===== config.mk =====
export PLATFORM = sky130hd
export DESIGN_NAME = tgd_timing_gen
export DESIGN_NICKNAME = d
export VERILOG_FILES = /design/src/rtl/tgd_pkg.sv /design/src/rtl/tgd_cycle_counter.sv /design/src/rtl/tgd_timing_gen.sv
export SDC_FILE = /design/constraint.sdc
export NUM_CORES = 1
export LEC_CHECK = 0
export ABC_AREA = 1
export BUFFER_PORTS_ARGS = -buffer_cell sky130_fd_sc_hd__buf_2
export CAP_MARGIN = 20
export CORE_ASPECT_RATIO = 0.9
export CORE_UTILIZATION = 54
export CTS_CLUSTER_SIZE = 8
export DETAILED_ROUTE_END_ITERATION = 8
export PLACE_DENSITY = 0.8
export REMOVE_ABC_BUFFERS = 1
export SETUP_SLACK_MARGIN = 0.02
export SLEW_MARGIN = 20
export SYNTH_ARGS = -nofsm -noshare
export SYNTH_HDL_FRONTEND = slang
export SYNTH_SLANG_ARGS = --single-unit

===== constraint.sdc =====
create_clock -name pclk -period 2.8 [get_ports pclk]
set_input_delay 0 -clock pclk [delete_from_list [all_inputs] [get_ports pclk]]
set_output_delay 0 -clock pclk [all_outputs]
set_load 0.01 [all_outputs]

===== src/rtl/tgd_pkg.sv =====
// Purpose: Shared constants and types of the timing generator and divider.
// Assumes: Registers are 32-bit words on APB, byte addresses below.
// Notes:   Every offset, bit position, reset value and stage index is named once here.
package tgd_pkg;

   // ---------------------------------------------------------------
   // Register map
   // ---------------------------------------------------------------
   localparam logic [7:0] OFS_CONTROL = 8'h00;
   localparam logic [7:0] OFS_STATUS  = 8'h04;
   localparam logic [7:0] OFS_DIVIDER = 8'h08;
   localparam logic [7:0] OFS_INSTR   = 8'h0c;

   // ---------------------------------------------------------------
   // Control register fields
   // ---------------------------------------------------------------
   localparam int CTL_MAIN_SRC  = 0;   // Main clock source select.
   localparam int CTL_STAGE7    = 1;   // Stage-seven source select.
   localparam int CTL_LOW_EN    = 2;   // Low-frequency oscillator enable.
   localparam int CTL_HIGH_EN   = 3;   // High-frequency oscillator enable.
   localparam int CTL_STOP_REQ  = 4;   // Write one in fast run or low-only run to enter stop; reads zero.
   localparam int CTL_SLEEP_REQ = 5;   // Write one in low-only run to halt the core; reads zero.
   localparam logic [3:0] CTL_RESET = 4'h8;

   // ---------------------------------------------------------------
   // Status register fields
   // ---------------------------------------------------------------
   localparam int STS_MODE     = 0;    // Three bits of operating mode.
   localparam int STS_STATE    = 4;    // Two bits of machine cycle state.
   localparam int STS_HIGH_RUN = 6;
   localparam int STS_LOW_RUN  = 7;
   localparam int STS_CPU_RUN  = 8;
   localparam int STS_PORTS    = 9;    // Low oscillator pins serve as ports.

   // ---------------------------------------------------------------
   // Divider geometry and instruction classes
   // ---------------------------------------------------------------
   localparam int PRE_STAGES  = 2;
   localparam int DIV_STAGES  = 21;
   localparam int LOW_STAGES  = 6;    // Stages one to six.
   localparam int PULSE_STAGE = 13;   // Stage driving the divided pulse output.
   localparam int WARM_STAGE  = 14;   // Stage whose first rise ends warm-up.
   localparam int STATES      = 4;
   localparam logic [3:0] INSTR_MIN   = 4'h1;
   localparam logic [3:0] INSTR_MAX   = 4'ha;
   localparam logic [3:0] INSTR_RESET = 4'h1;

   // Operating modes.
   typedef enum logic [2:0] {
      single_osc_fast_run,
      dual_osc_fast_run,
      dual_osc_slow_run,
      low_osc_only_run,
      low_osc_halted_cpu,
      stop_halted,
      stop_warm_up
   } tgd_mode_t;

endpackage


===== src/rtl/tgd_cycle_counter.sv =====
// Purpose: Machine cycle state counter and instruction duration counter.
// Assumes: main_tick is a one-cycle pulse per main system clock period.
// Notes:   Counting pauses while the core is halted.
`timescale 1ns/10ps
module tgd_cycle_counter (
   input  wire logic       pclk,
   input  wire logic       presetn,
   input  wire logic       main_tick,
   input  wire logic       cpu_run,
   input  wire logic [3:0] instr_len,
   output logic [1:0]      state_r,
   output logic [3:0]      cycle_r,
   output logic            instr_done_r
);

   // ---------------------------------------------------------------
   // Machine cycle: four states, one main clock each
   // ---------------------------------------------------------------
   logic end_of_cycle;
   assign end_of_cycle = main_tick && cpu_run && (state_r == 2'(tgd_pkg::STATES - 1));

   // State advances once per main clock period while the core runs.
   always_ff @(posedge pclk or negedge presetn) begin
      if (!presetn) begin
         state_r <= 2'h0;
      end else if (main_tick && cpu_run) begin
         state_r <= state_r + 2'h1;
      end
   end

   // Machine cycles within an instruction; the length is held to one to ten.
   always_ff @(posedge pclk or negedge presetn) begin
      if (!presetn) begin
         cycle_r      <= 4'h0;
         instr_done_r <= 1'b0;
      end else begin
         instr_done_r <= 1'b0;
         if (end_of_cycle) begin
            if (cycle_r + 4'h1 >= instr_len) begin
               cycle_r      <= 4'h0;
               instr_done_r <= 1'b1;
            end else begin
               cycle_r <= cycle_r + 4'h1;
            end
         end
      end
   end

endmodule


===== src/rtl/tgd_timing_gen.sv =====
// Purpose: Timing generator, divider chain and operating-mode clock control.
// Assumes: Basic clocks arrive as one-cycle tick inputs synchronous to pclk.
// Notes:   The ripple divider is modelled as a synchronous counter enabled by ticks.
`timescale 1ns/10ps

// Functional notes
// - two prescaler stages, then twenty-one divider stages
// - reset and stop entry or release clear chain
// - stage seven input follows mode and selects
// - slow and sleep feed low clock to stage seven
// - warm-up after fast-mode stop feeds stage six
// - machine cycle is four one-clock states
// - instructions last one to ten machine cycles
// - execution and peripherals follow main system clock
// - single mode runs high oscillator, pins as ports
// - reset starts in single-clock fast run
// - produce main clock, pulse output, source clocks
// - mode logic gates oscillators, switches main clock
// - main select switches dual fast and slow
// - high oscillator off or sleep stops stages one-six
module tgd_timing_gen (
   input  wire logic        pclk,
   input  wire logic        presetn,
   input  wire logic        psel,
   input  wire logic        penable,
   input  wire logic        pwrite,
   input  wire logic [7:0]  paddr,
   input  wire logic [31:0] pwdata,
   output logic [31:0]      prdata,
   output logic             pready,
   output logic             pslverr,
   input  wire logic        high_freq_clock,
   input  wire logic        low_freq_clock,
   input  wire logic        stop_release,
   input  wire logic        wake_event,
   output logic             main_clock_tick,
   output logic             divided_pulse_output,
   output logic [20:0]      source_clocks,
   output logic             warm_up_tick,
   output logic             high_osc_run,
   output logic             low_osc_run,
   output logic             low_osc_pins_as_port,
   output logic             cpu_run,
   output logic [1:0]       machine_state,
   output logic             instr_done
);

   // ---------------------------------------------------------------
   // Declarations
   // ---------------------------------------------------------------
   tgd_pkg::tgd_mode_t mode_r;
   tgd_pkg::tgd_mode_t mode_nxt;
   tgd_pkg::tgd_mode_t resume_r;
   logic [3:0]  ctl_r;
   logic [3:0]  instr_len_r;
   logic [1:0]  pre_r;
   logic [5:0]  low_div_r;
   logic [14:0] high_div_r;
   logic        from_fast_r;
   logic        stop_req;
   logic        sleep_req;
   logic        wr_en;
   logic        rd_setup;
   logic        addr_ok;
   logic        high_on;
   logic        low_on;
   logic        hf_tick;
   logic        lf_tick;
   logic        stage1_in;
   logic        stage6_fall;
   logic        stage7_in;
   logic        clear_chain;
   logic        warm_done;
   logic        fast_mode;
   logic        slow_mode;
   logic        main_tick_nxt;
   logic [1:0]  state_w;
   logic [3:0]  cycle_w;
   logic        done_w;
   logic [22:0] chain_w;

   // Clamp an instruction length to the one-to-ten range.
   function automatic logic [3:0] clamp_len(input logic [3:0] v);
      if (v < tgd_pkg::INSTR_MIN) begin
         return tgd_pkg::INSTR_MIN;
      end
      if (v > tgd_pkg::INSTR_MAX) begin
         return tgd_pkg::INSTR_MAX;
      end
      return v;
   endfunction

   // True in modes where the given oscillator runs, with warm-up taken as after a fast-mode stop.
   function automatic logic osc_high(input tgd_pkg::tgd_mode_t m);
      return (m == tgd_pkg::single_osc_fast_run) || (m == tgd_pkg::dual_osc_fast_run) ||
             (m == tgd_pkg::dual_osc_slow_run) || (m == tgd_pkg::stop_warm_up);
   endfunction

   function automatic logic osc_low(input tgd_pkg::tgd_mode_t m);
      return (m == tgd_pkg::dual_osc_fast_run) || (m == tgd_pkg::dual_osc_slow_run) ||
             (m == tgd_pkg::low_osc_only_run) || (m == tgd_pkg::low_osc_halted_cpu);
   endfunction

   // ---------------------------------------------------------------
   // APB slave
   // ---------------------------------------------------------------
   // Zero wait states: read data is captured in the setup cycle.
   assign pready    = 1'b1;
   assign addr_ok   = (paddr == tgd_pkg::OFS_CONTROL) || (paddr == tgd_pkg::OFS_STATUS) ||
                      (paddr == tgd_pkg::OFS_DIVIDER) || (paddr == tgd_pkg::OFS_INSTR);
   assign pslverr   = psel && penable && !addr_ok;
   assign wr_en     = psel && penable && pwrite && addr_ok;
   assign rd_setup  = psel && !penable && !pwrite;
   assign stop_req  = wr_en && (paddr == tgd_pkg::OFS_CONTROL) && pwdata[tgd_pkg::CTL_STOP_REQ];
   assign sleep_req = wr_en && (paddr == tgd_pkg::OFS_CONTROL) && pwdata[tgd_pkg::CTL_SLEEP_REQ];
   assign chain_w   = {high_div_r, low_div_r, pre_r};

   // Control and instruction-length registers.
   always_ff @(posedge pclk or negedge presetn) begin
      if (!presetn) begin
         ctl_r       <= tgd_pkg::CTL_RESET;
         instr_len_r <= tgd_pkg::INSTR_RESET;
      end else if (wr_en) begin
         if (paddr == tgd_pkg::OFS_CONTROL) begin
            ctl_r <= pwdata[3:0];
         end
         if (paddr == tgd_pkg::OFS_INSTR) begin
            instr_len_r <= clamp_len(pwdata[3:0]);
         end
      end
   end

   // Read data; unmapped addresses read zero.
   always_ff @(posedge pclk or negedge presetn) begin
      if (!presetn) begin
         prdata <= 32'h0000_0000;
      end else if (rd_setup) begin
         prdata <= 32'h0000_0000;
         unique case (paddr)
            tgd_pkg::OFS_CONTROL: prdata[3:0] <= ctl_r;
            tgd_pkg::OFS_STATUS: begin
               prdata[tgd_pkg::STS_MODE +: 3]  <= mode_r;
               prdata[tgd_pkg::STS_STATE +: 2] <= state_w;
               prdata[tgd_pkg::STS_HIGH_RUN]   <= high_osc_run;
               prdata[tgd_pkg::STS_LOW_RUN]    <= low_osc_run;
               prdata[tgd_pkg::STS_CPU_RUN]    <= cpu_run;
               prdata[tgd_pkg::STS_PORTS]      <= low_osc_pins_as_port;
            end
            tgd_pkg::OFS_DIVIDER: prdata[22:0] <= chain_w;
            tgd_pkg::OFS_INSTR: prdata[7:0] <= {cycle_w, instr_len_r};
            default: prdata <= 32'h0000_0000;
         endcase
      end
   end

   // ---------------------------------------------------------------
   // Operating mode control
   // ---------------------------------------------------------------
   assign warm_done = high_div_r[tgd_pkg::WARM_STAGE - 7];

   // Next mode from control bits, requests and wake events.
   always_comb begin
      mode_nxt = mode_r;
      unique case (mode_r)
         tgd_pkg::single_osc_fast_run: begin
            if (stop_req) begin
               mode_nxt = tgd_pkg::stop_halted;
            end else if (ctl_r[tgd_pkg::CTL_LOW_EN]) begin
               mode_nxt = tgd_pkg::dual_osc_fast_run;
            end
         end
         tgd_pkg::dual_osc_fast_run: begin
            if (stop_req) begin
               mode_nxt = tgd_pkg::stop_halted;
            end else if (!ctl_r[tgd_pkg::CTL_LOW_EN]) begin
               mode_nxt = tgd_pkg::single_osc_fast_run;
            end else if (ctl_r[tgd_pkg::CTL_MAIN_SRC]) begin
               mode_nxt = tgd_pkg::dual_osc_slow_run;
            end
         end
         tgd_pkg::dual_osc_slow_run: begin
            if (!ctl_r[tgd_pkg::CTL_MAIN_SRC]) begin
               mode_nxt = tgd_pkg::dual_osc_fast_run;
            end else if (!ctl_r[tgd_pkg::CTL_HIGH_EN]) begin
               mode_nxt = tgd_pkg::low_osc_only_run;
            end
         end
         tgd_pkg::low_osc_only_run: begin
            if (stop_req) begin
               mode_nxt = tgd_pkg::stop_halted;
            end else if (sleep_req) begin
               mode_nxt = tgd_pkg::low_osc_halted_cpu;
            end else if (ctl_r[tgd_pkg::CTL_HIGH_EN]) begin
               mode_nxt = tgd_pkg::dual_osc_slow_run;
            end
         end
         tgd_pkg::low_osc_halted_cpu: begin
            if (wake_event) begin
               mode_nxt = tgd_pkg::low_osc_only_run;
            end
         end
         tgd_pkg::stop_halted: begin
            if (stop_release) begin
               mode_nxt = tgd_pkg::stop_warm_up;
            end
         end
         tgd_pkg::stop_warm_up: begin
            if (warm_done) begin
               mode_nxt = resume_r;
            end
         end
         default: mode_nxt = tgd_pkg::single_osc_fast_run;
      endcase
   end

   // Mode register; reset lands in single-clock fast run.
   always_ff @(posedge pclk or negedge presetn) begin
      if (!presetn) begin
         mode_r <= tgd_pkg::single_osc_fast_run;
      end else begin
         mode_r <= mode_nxt;
      end
   end

   // Remember where stop was entered from, to resume and to pick the warm-up feed.
   always_ff @(posedge pclk or negedge presetn) begin
      if (!presetn) begin
         resume_r    <= tgd_pkg::single_osc_fast_run;
         from_fast_r <= 1'b1;
      end else if (mode_r != tgd_pkg::stop_halted && mode_nxt == tgd_pkg::stop_halted) begin
         resume_r    <= mode_r;
         from_fast_r <= (mode_r == tgd_pkg::single_osc_fast_run) ||
                        (mode_r == tgd_pkg::dual_osc_fast_run);
      end
   end

   // Warm-up after a slow-mode stop runs on the low clock, so that oscillator is kept.
   assign high_on   = osc_high(mode_r) && !(mode_r == tgd_pkg::stop_warm_up && !from_fast_r);
   assign low_on    = osc_low(mode_r) || (mode_r == tgd_pkg::stop_warm_up && !from_fast_r);
   assign hf_tick   = high_freq_clock && high_on;
   assign lf_tick   = low_freq_clock && low_on;
   assign fast_mode = (mode_r == tgd_pkg::single_osc_fast_run) ||
                      (mode_r == tgd_pkg::dual_osc_fast_run);
   assign slow_mode = (mode_r == tgd_pkg::dual_osc_slow_run) ||
                      (mode_r == tgd_pkg::low_osc_only_run);

   // ---------------------------------------------------------------
   // Prescaler and divider chain
   // ---------------------------------------------------------------
   // Chain clears on the edge that enters or leaves stop.
   assign clear_chain = (mode_r != tgd_pkg::stop_halted && mode_nxt == tgd_pkg::stop_halted) ||
                        (mode_r == tgd_pkg::stop_halted && mode_nxt != tgd_pkg::stop_halted);

   // Stage one is fed only while the high clock runs and the core is not asleep.
   assign stage1_in   = hf_tick && (pre_r == 2'h3) &&
                        (mode_r != tgd_pkg::low_osc_only_run) &&
                        (mode_r != tgd_pkg::low_osc_halted_cpu);
   assign stage6_fall = stage1_in && (low_div_r == 6'h3f);

   // Stage-seven feed: low clock in slow, sleep or slow warm-up, stage six during fast warm-up,
   // the select bit in fast run, none in stop; the bit is trusted not to pick a dead low clock.
   always_comb begin
      stage7_in = 1'b0;
      if (slow_mode || mode_r == tgd_pkg::low_osc_halted_cpu) begin
         stage7_in = lf_tick;
      end else if (mode_r == tgd_pkg::stop_warm_up) begin
         stage7_in = from_fast_r ? stage6_fall : lf_tick;
      end else if (fast_mode) begin
         stage7_in = ctl_r[tgd_pkg::CTL_STAGE7] ? lf_tick : stage6_fall;
      end
   end

   // Prescaler: two stages on the high clock.
   always_ff @(posedge pclk or negedge presetn) begin
      if (!presetn) begin
         pre_r <= 2'h0;
      end else if (clear_chain) begin
         pre_r <= 2'h0;
      end else if (hf_tick) begin
         pre_r <= pre_r + 2'h1;
      end
   end

   // Stages one to six.
   always_ff @(posedge pclk or negedge presetn) begin
      if (!presetn) begin
         low_div_r <= 6'h00;
      end else if (clear_chain) begin
         low_div_r <= 6'h00;
      end else if (stage1_in) begin
         low_div_r <= low_div_r + 6'h01;
      end
   end

   // Stages seven to twenty-one.
   always_ff @(posedge pclk or negedge presetn) begin
      if (!presetn) begin
         high_div_r <= 15'h0000;
      end else if (clear_chain) begin
         high_div_r <= 15'h0000;
      end else if (stage7_in) begin
         high_div_r <= high_div_r + 15'h0001;
      end
   end

   // ---------------------------------------------------------------
   // Clock outputs
   // ---------------------------------------------------------------
   // Main clock: high clock in fast modes, low clock in slow modes, none when halted.
   assign main_tick_nxt = (fast_mode && hf_tick) || (slow_mode && lf_tick);

   always_ff @(posedge pclk or negedge presetn) begin
      if (!presetn) begin
         main_clock_tick      <= 1'b0;
         divided_pulse_output <= 1'b0;
         source_clocks        <= 21'h000000;
         warm_up_tick         <= 1'b0;
         high_osc_run         <= 1'b1;
         low_osc_run          <= 1'b0;
         low_osc_pins_as_port <= 1'b1;
         cpu_run              <= 1'b1;
      end else begin
         main_clock_tick      <= main_tick_nxt;
         divided_pulse_output <= chain_w[tgd_pkg::PULSE_STAGE + 1];
         source_clocks        <= chain_w[22:2];
         warm_up_tick         <= (mode_r == tgd_pkg::stop_warm_up) && stage7_in;
         high_osc_run         <= high_on;
         low_osc_run          <= low_on;
         low_osc_pins_as_port <= !low_on;
         cpu_run              <= fast_mode || slow_mode;
      end
   end

   // ---------------------------------------------------------------
   // Machine cycle counting
   // ---------------------------------------------------------------
   tgd_cycle_counter u_cycles (
      .pclk         (pclk),
      .presetn      (presetn),
      .main_tick    (main_clock_tick),
      .cpu_run      (cpu_run),
      .instr_len    (instr_len_r),
      .state_r      (state_w),
      .cycle_r      (cycle_w),
      .instr_done_r (done_w)
   );

   assign machine_state = state_w;
   assign instr_done    = done_w;

endmodule


==> report_table.html <==
<table>
<tr><th>Metric</th><th>Value</th></tr>
<tr><th colspan="2">Outcome</th></tr>
<tr><td>Result of the run</td><td>complete, no violations</td></tr>
<tr><th colspan="2">GRT</th></tr>
<tr><td>Met3 usage in global routing</td><td>0.04954</td></tr>
<tr><td>Initial antenna violation count</td><td>0</td></tr>
<tr><td>Pin count of the biggest net entering global routing</td><td>50</td></tr>
<tr><td>Vias in the first global route</td><td>3736</td></tr>
<tr><td>Layer with the highest usage after global routing</td><td>met2</td></tr>
<tr><td>Met1 capacity usage during global routing</td><td>0.3308</td></tr>
<tr><td>Aggregate global routing overflow</td><td>0</td></tr>
<tr><td>Met2 usage</td><td>0.4007</td></tr>
<tr><td>GRT Total Usage</td><td>0.2482</td></tr>
<tr><td>First-pass GRT wire length</td><td>17.48 mm</td></tr>
<tr><th colspan="2">Detailed routing</th></tr>
<tr><td>Number of search-and-repair iterations in the first detailed-routing pass</td><td>5</td></tr>
<tr><td>Number of vias after detailed routing</td><td>4056</td></tr>
<tr><td>Count of antenna-violating nets left after detailed routing</td><td>0</td></tr>
<tr><td>Overall routed net length</td><td>10.64 mm</td></tr>
<tr><td>Routed WL per cell</td><td>14.10 µm</td></tr>
<tr><td>Detailed Route Iter0 Violations</td><td>241</td></tr>
<tr><td>DRC viols</td><td>0</td></tr>
<tr><td>Average via count per standard cell</td><td>5.379</td></tr>
<tr><th colspan="2">Job</th></tr>
<tr><td>Max-cap violations</td><td>0</td></tr>
<tr><th colspan="2">Final layout</th></tr>
<tr><td>Number of inserted diodes</td><td>0</td></tr>
<tr><td>Post-synthesis to final-layout area growth</td><td>14.97%</td></tr>
<tr><td>Fill cell total of the finished layout</td><td>708</td></tr>
<tr><td>Proportion of layout cells with a drive suffix above 1</td><td>0.2063</td></tr>
<tr><td>Commonest cells after routing, fill and taps aside</td><td>121 x nand2_1, 89 x dfrtp_1, 76 x buf_2, 65 x inv_1, 41 x o21ai_0</td></tr>
<tr><td>Most common library cell in the layout ignoring fill and taps</td><td>nand2_1</td></tr>
<tr><td>Net count, final</td><td>689</td></tr>
<tr><th colspan="2">Die</th></tr>
<tr><td>Site Rows</td><td>32</td></tr>
<tr><td># IOs</td><td>114</td></tr>
<tr><td>Initial core utilization</td><td>0.5546</td></tr>
<tr><td>DIE HEIGHT</td><td>90.79 µm</td></tr>
<tr><td>Core footprint</td><td>8528 µm²</td></tr>
<tr><td>Die Area</td><td>9138 µm²</td></tr>
<tr><td>Horizontal extent of the die</td><td>100.7 µm</td></tr>
<tr><th colspan="2">STA</th></tr>
<tr><td>Unrepaired setup endpoints after global routing</td><td>false</td></tr>
<tr><td>Setup WS post-layout</td><td>0.3548 ns</td></tr>
<tr><td>Count of final setup violators</td><td>0</td></tr>
<tr><td>Actual slew at the worst max-slew pin</td><td>0.6624 ns</td></tr>
<tr><td>Final max-slew violation count</td><td>0</td></tr>
<tr><td>Worst Skew</td><td>0.01396 ns</td></tr>
<tr><td>Max_slew headroom</td><td>0.5550</td></tr>
<tr><td>Final hold violations</td><td>0</td></tr>
<tr><td>Setup TNS</td><td>0 ns</td></tr>
<tr><td>Fin crit share</td><td>0.8733</td></tr>
<tr><td>Maximum frequency from static timing analysis</td><td>409.0 MHz</td></tr>
<tr><td>Clock period minus final worst setup slack</td><td>2.445 ns</td></tr>
<tr><th colspan="2">Yosys</th></tr>
<tr><td>Fraction of synthesized cell area taken by the top area cell type</td><td>0.4709</td></tr>
<tr><td>Yosys warning count</td><td>0</td></tr>
<tr><td>Flip-flop and latch count after synthesis</td><td>95</td></tr>
<tr><td>Average footprint of a synthesized cell</td><td>8.631 µm²</td></tr>
<tr><td>Cell area after technology mapping</td><td>4730 µm²</td></tr>
<tr><td>Biggest area contributors in the synthesized netlist</td><td>dfrtp_1 47%, nand2_1 9.6%, inv_1 5.2%, o21ai_0 4.3%, nand3_1 3.9%</td></tr>
<tr><td>Portion of the post-synthesis area used by sequential elements</td><td>0.5042</td></tr>
<tr><td>Number of instances in the synthesized netlist</td><td>548</td></tr>
<tr><td>Number of distinct library cell variants in the gate-level netlist after synthesis</td><td>41</td></tr>
<tr><td>Cell type contributing the most total cell area after synthesis</td><td>dfrtp_1</td></tr>
<tr><th colspan="2">Power and ir drop</th></tr>
<tr><td>Post-route total power</td><td>3.379 mW</td></tr>
<tr><td>Reported leakage power</td><td>2.957 nW</td></tr>
<tr><td>Max VDD drop</td><td>0.0002686 V</td></tr>
<tr><td>Pwr dens</td><td>621.4 nW/µm²</td></tr>
<tr><td>Sw frac</td><td>0.3518</td></tr>
<tr><td>Sequential power share</td><td>0.515</td></tr>
<tr><td>Internal</td><td>2.190 mW</td></tr>
<tr><td>Power dissipated by switching net loads</td><td>1.189 mW</td></tr>
<tr><td>Share of power burned in the clock network</td><td>0.247</td></tr>
<tr><td>Logic pwr share</td><td>0.238</td></tr>
<tr><th colspan="2">Worst setup path</th></tr>
<tr><td>Startpoint types</td><td>flop</td></tr>
<tr><td>Type of destination of the critical path</td><td>flop</td></tr>
<tr><td>Largest incremental delay on the critical path</td><td>0.61 ns</td></tr>
<tr><td>Data required time at the worst endpoint</td><td>3.11 ns</td></tr>
<tr><td>WP data arrival</td><td>2.76 ns</td></tr>
<tr><td>Crit path kind</td><td>reg2reg</td></tr>
<tr><td>Crit-path cells</td><td>inv_4 &gt; nor3_1 &gt; inv_1 &gt; o21ai_0 &gt; nor2_1 &gt; nand2_1 &gt; nor2_1 &gt; nand2_1 &gt; nor2_1 &gt; ha_1 &gt; buf_12 &gt; nand4_1 &gt; nand2_1</td></tr>
<tr><td>Biggest fanout along the worst timing path</td><td>30</td></tr>
<tr><td>Critical-path cell with the highest stage delay</td><td>dfrtp_1</td></tr>
<tr><th colspan="2">CTS</th></tr>
<tr><td>Count of hold-fix buffers inserted at cts</td><td>8</td></tr>
<tr><td>Clock buffers created by TritonCTS</td><td>9</td></tr>
<tr><td>Root buffer selected by CTS</td><td>clkbuf_8</td></tr>
<tr><td>Clk pin slew, worst setup/hold paths</td><td>0.09 ns</td></tr>
<tr><td>Maximum count of clock buffers along a single path</td><td>2</td></tr>
<tr><td>Number of setup buffers added after CTS</td><td>0</td></tr>
<tr><td>Number of sinks driven by the clock tree</td><td>95</td></tr>
<tr><td>Post-cts sizing count</td><td>0</td></tr>
<tr><td>Insertion delay of the later-clocked pin in the worst-skew pair</td><td>0.38 ns</td></tr>
<tr><td>Clock tree from TritonCTS</td><td>yes</td></tr>
<tr><td># H-tree levels</td><td>3</td></tr>
<tr><th colspan="2">Place</th></tr>
<tr><td>Routability congestion estimate</td><td>0.8820</td></tr>
<tr><td>Worst slack at placement</td><td>0.4281 ns</td></tr>
<tr><td>Total of buffers placed on input and output ports</td><td>77</td></tr>
<tr><td>HPWL after DPL</td><td>7.650 mm</td></tr>
<tr><th colspan="2">Min path</th></tr>
<tr><td>Hold crit path type</td><td>in2reg</td></tr>
</table>
==> per-layer routing <==
metal / wire length (µm) / up-vias
li1: - / 1954
met1: 4497 / 1921
met2: 5187 / 165
met3: 753 / 16
met4: 197 / 0
met5: 0 / -
==> sequential cells by signal, indices dropped and copies added (netlist names), 2 cells and up <==
register,cells
ctl_r,4
high_div_r,15
instr_len_r,4
low_div_r,6
mode_r,3
prdata,23
pre_r,2
resume_r,3
source_clocks,21
u_cycles.cycle_r,4
u_cycles.state_r,2
==> synth_stat cells (all sizes together) <==
| master | count |
|---|---|
| nand2 | 129 |
| dfrtp | 89 |
| inv | 72 |
| o21ai | 44 |
| nand3 | 42 |
| nor2 | 35 |
| nand4 | 23 |
| a21oi | 21 |
| buf | 19 |
| nor3 | 12 |
| xor2 | 11 |
| ha | 10 |
| clkbuf | 8 |
| o31ai | 7 |
| dfstp | 6 |
| o22ai | 5 |
| a2bb2oi | 2 |
| a31oi | 2 |
| conb | 2 |
| xnor2 | 2 |
| a211oi | 1 |
| clkinv | 1 |
| mux2 | 1 |
| nor4 | 1 |
| o2111ai | 1 |
| o211a | 1 |
| o211ai | 1 |
==> through the flow <==
step | hold WS, ns | utilization | instance area (µm²) | std cells
5_1_grt | 0.03249 | 0.6376 | 5438 | 754
6_report | 0.01590 | 0.6376 | 5438 | 754
4_1_cts | 0.009756 | 0.6376 | 5438 | 754
3_5_place_dp | 0.03844 | 0.6071 | 5177 | 730
2_1_floorplan | -0.2956 | - | 4578 | 529
3_3_place_gp | 0.03691 | 0.6071 | 5177 | 730
==> cell type report <==
type / count / area [µm²] / area share
multi-input combinational: 361 / 1909 / 0.3511
clock buffer: 10 / 127.6 / 0.02347
timing repair buffer: 90 / 530.5 / 0.09756
tap: 119 / 148.9 / 0.02738
sequential: 95 / 2385 / 0.4386
clock inverter: 6 / 52.55 / 0.009664
inverter: 73 / 284.0 / 0.05223
==> cells by family (layout without fill, tap and decap cells) <==
family	after synthesis	count (layout)	share of synthesized area
AOI/OAI and AO/OA	85	85	0.1048
xor gates and xnor gates	13	13	0.02407
adders and majority gates	10	10	0.02646
buffers and inverters	100	179	0.09841
DFF	95	95	0.5042
muxes	1	1	0.002381
other	2	10	0.001588
and+or+nand+nor	242	242	0.2381
==> power groups by stage <==
stage	combinational, mW	clock, mW	sequential (mW)
finish	0.805	0.834	1.74
global route	0.913	0.893	1.76
CTS	0.807	0.851	1.74
detailed placement	0.796	0	1.76
global placement	0.749	0	1.75
floorplan	0.488	0	1.76
==> worst max-delay path: cells and delay by family, from the launching register on <==
| kind | cells | cell delay (ns) |
|---|---|---|
| AO/OA/AOI/OAI | 1 | 0.17 |
| AND/OR/NAND/NOR | 8 | 0.70 |
| adder cells (fa/ha/maj) | 1 | 0.48 |
| flip-flops | 1 | 0.61 |
| buffers and inverters | 3 | 0.43 |
==> final timing paths <==
path | end | slack [ns] | from | cells past startpoint
hold reg to reg | source_clocks[5] | 0.41 | low_div_r[5] | 0
setup reg to reg | high_div_r[13] | 0.35 | mode_r[1] | 13
setup / recovery | high_div_r[13] | 0.35 | mode_r[1] | 13
min in group asynchronous | source_clocks[15] | 0.17 | presetn | 2
hold / removal | mode_r[1] | 0.02 | stop_release | 7
max in group asynchronous | low_osc_pins_as_port | 1.91 | presetn | 3
No activity file was read; power rests on OpenSTA's default activity.
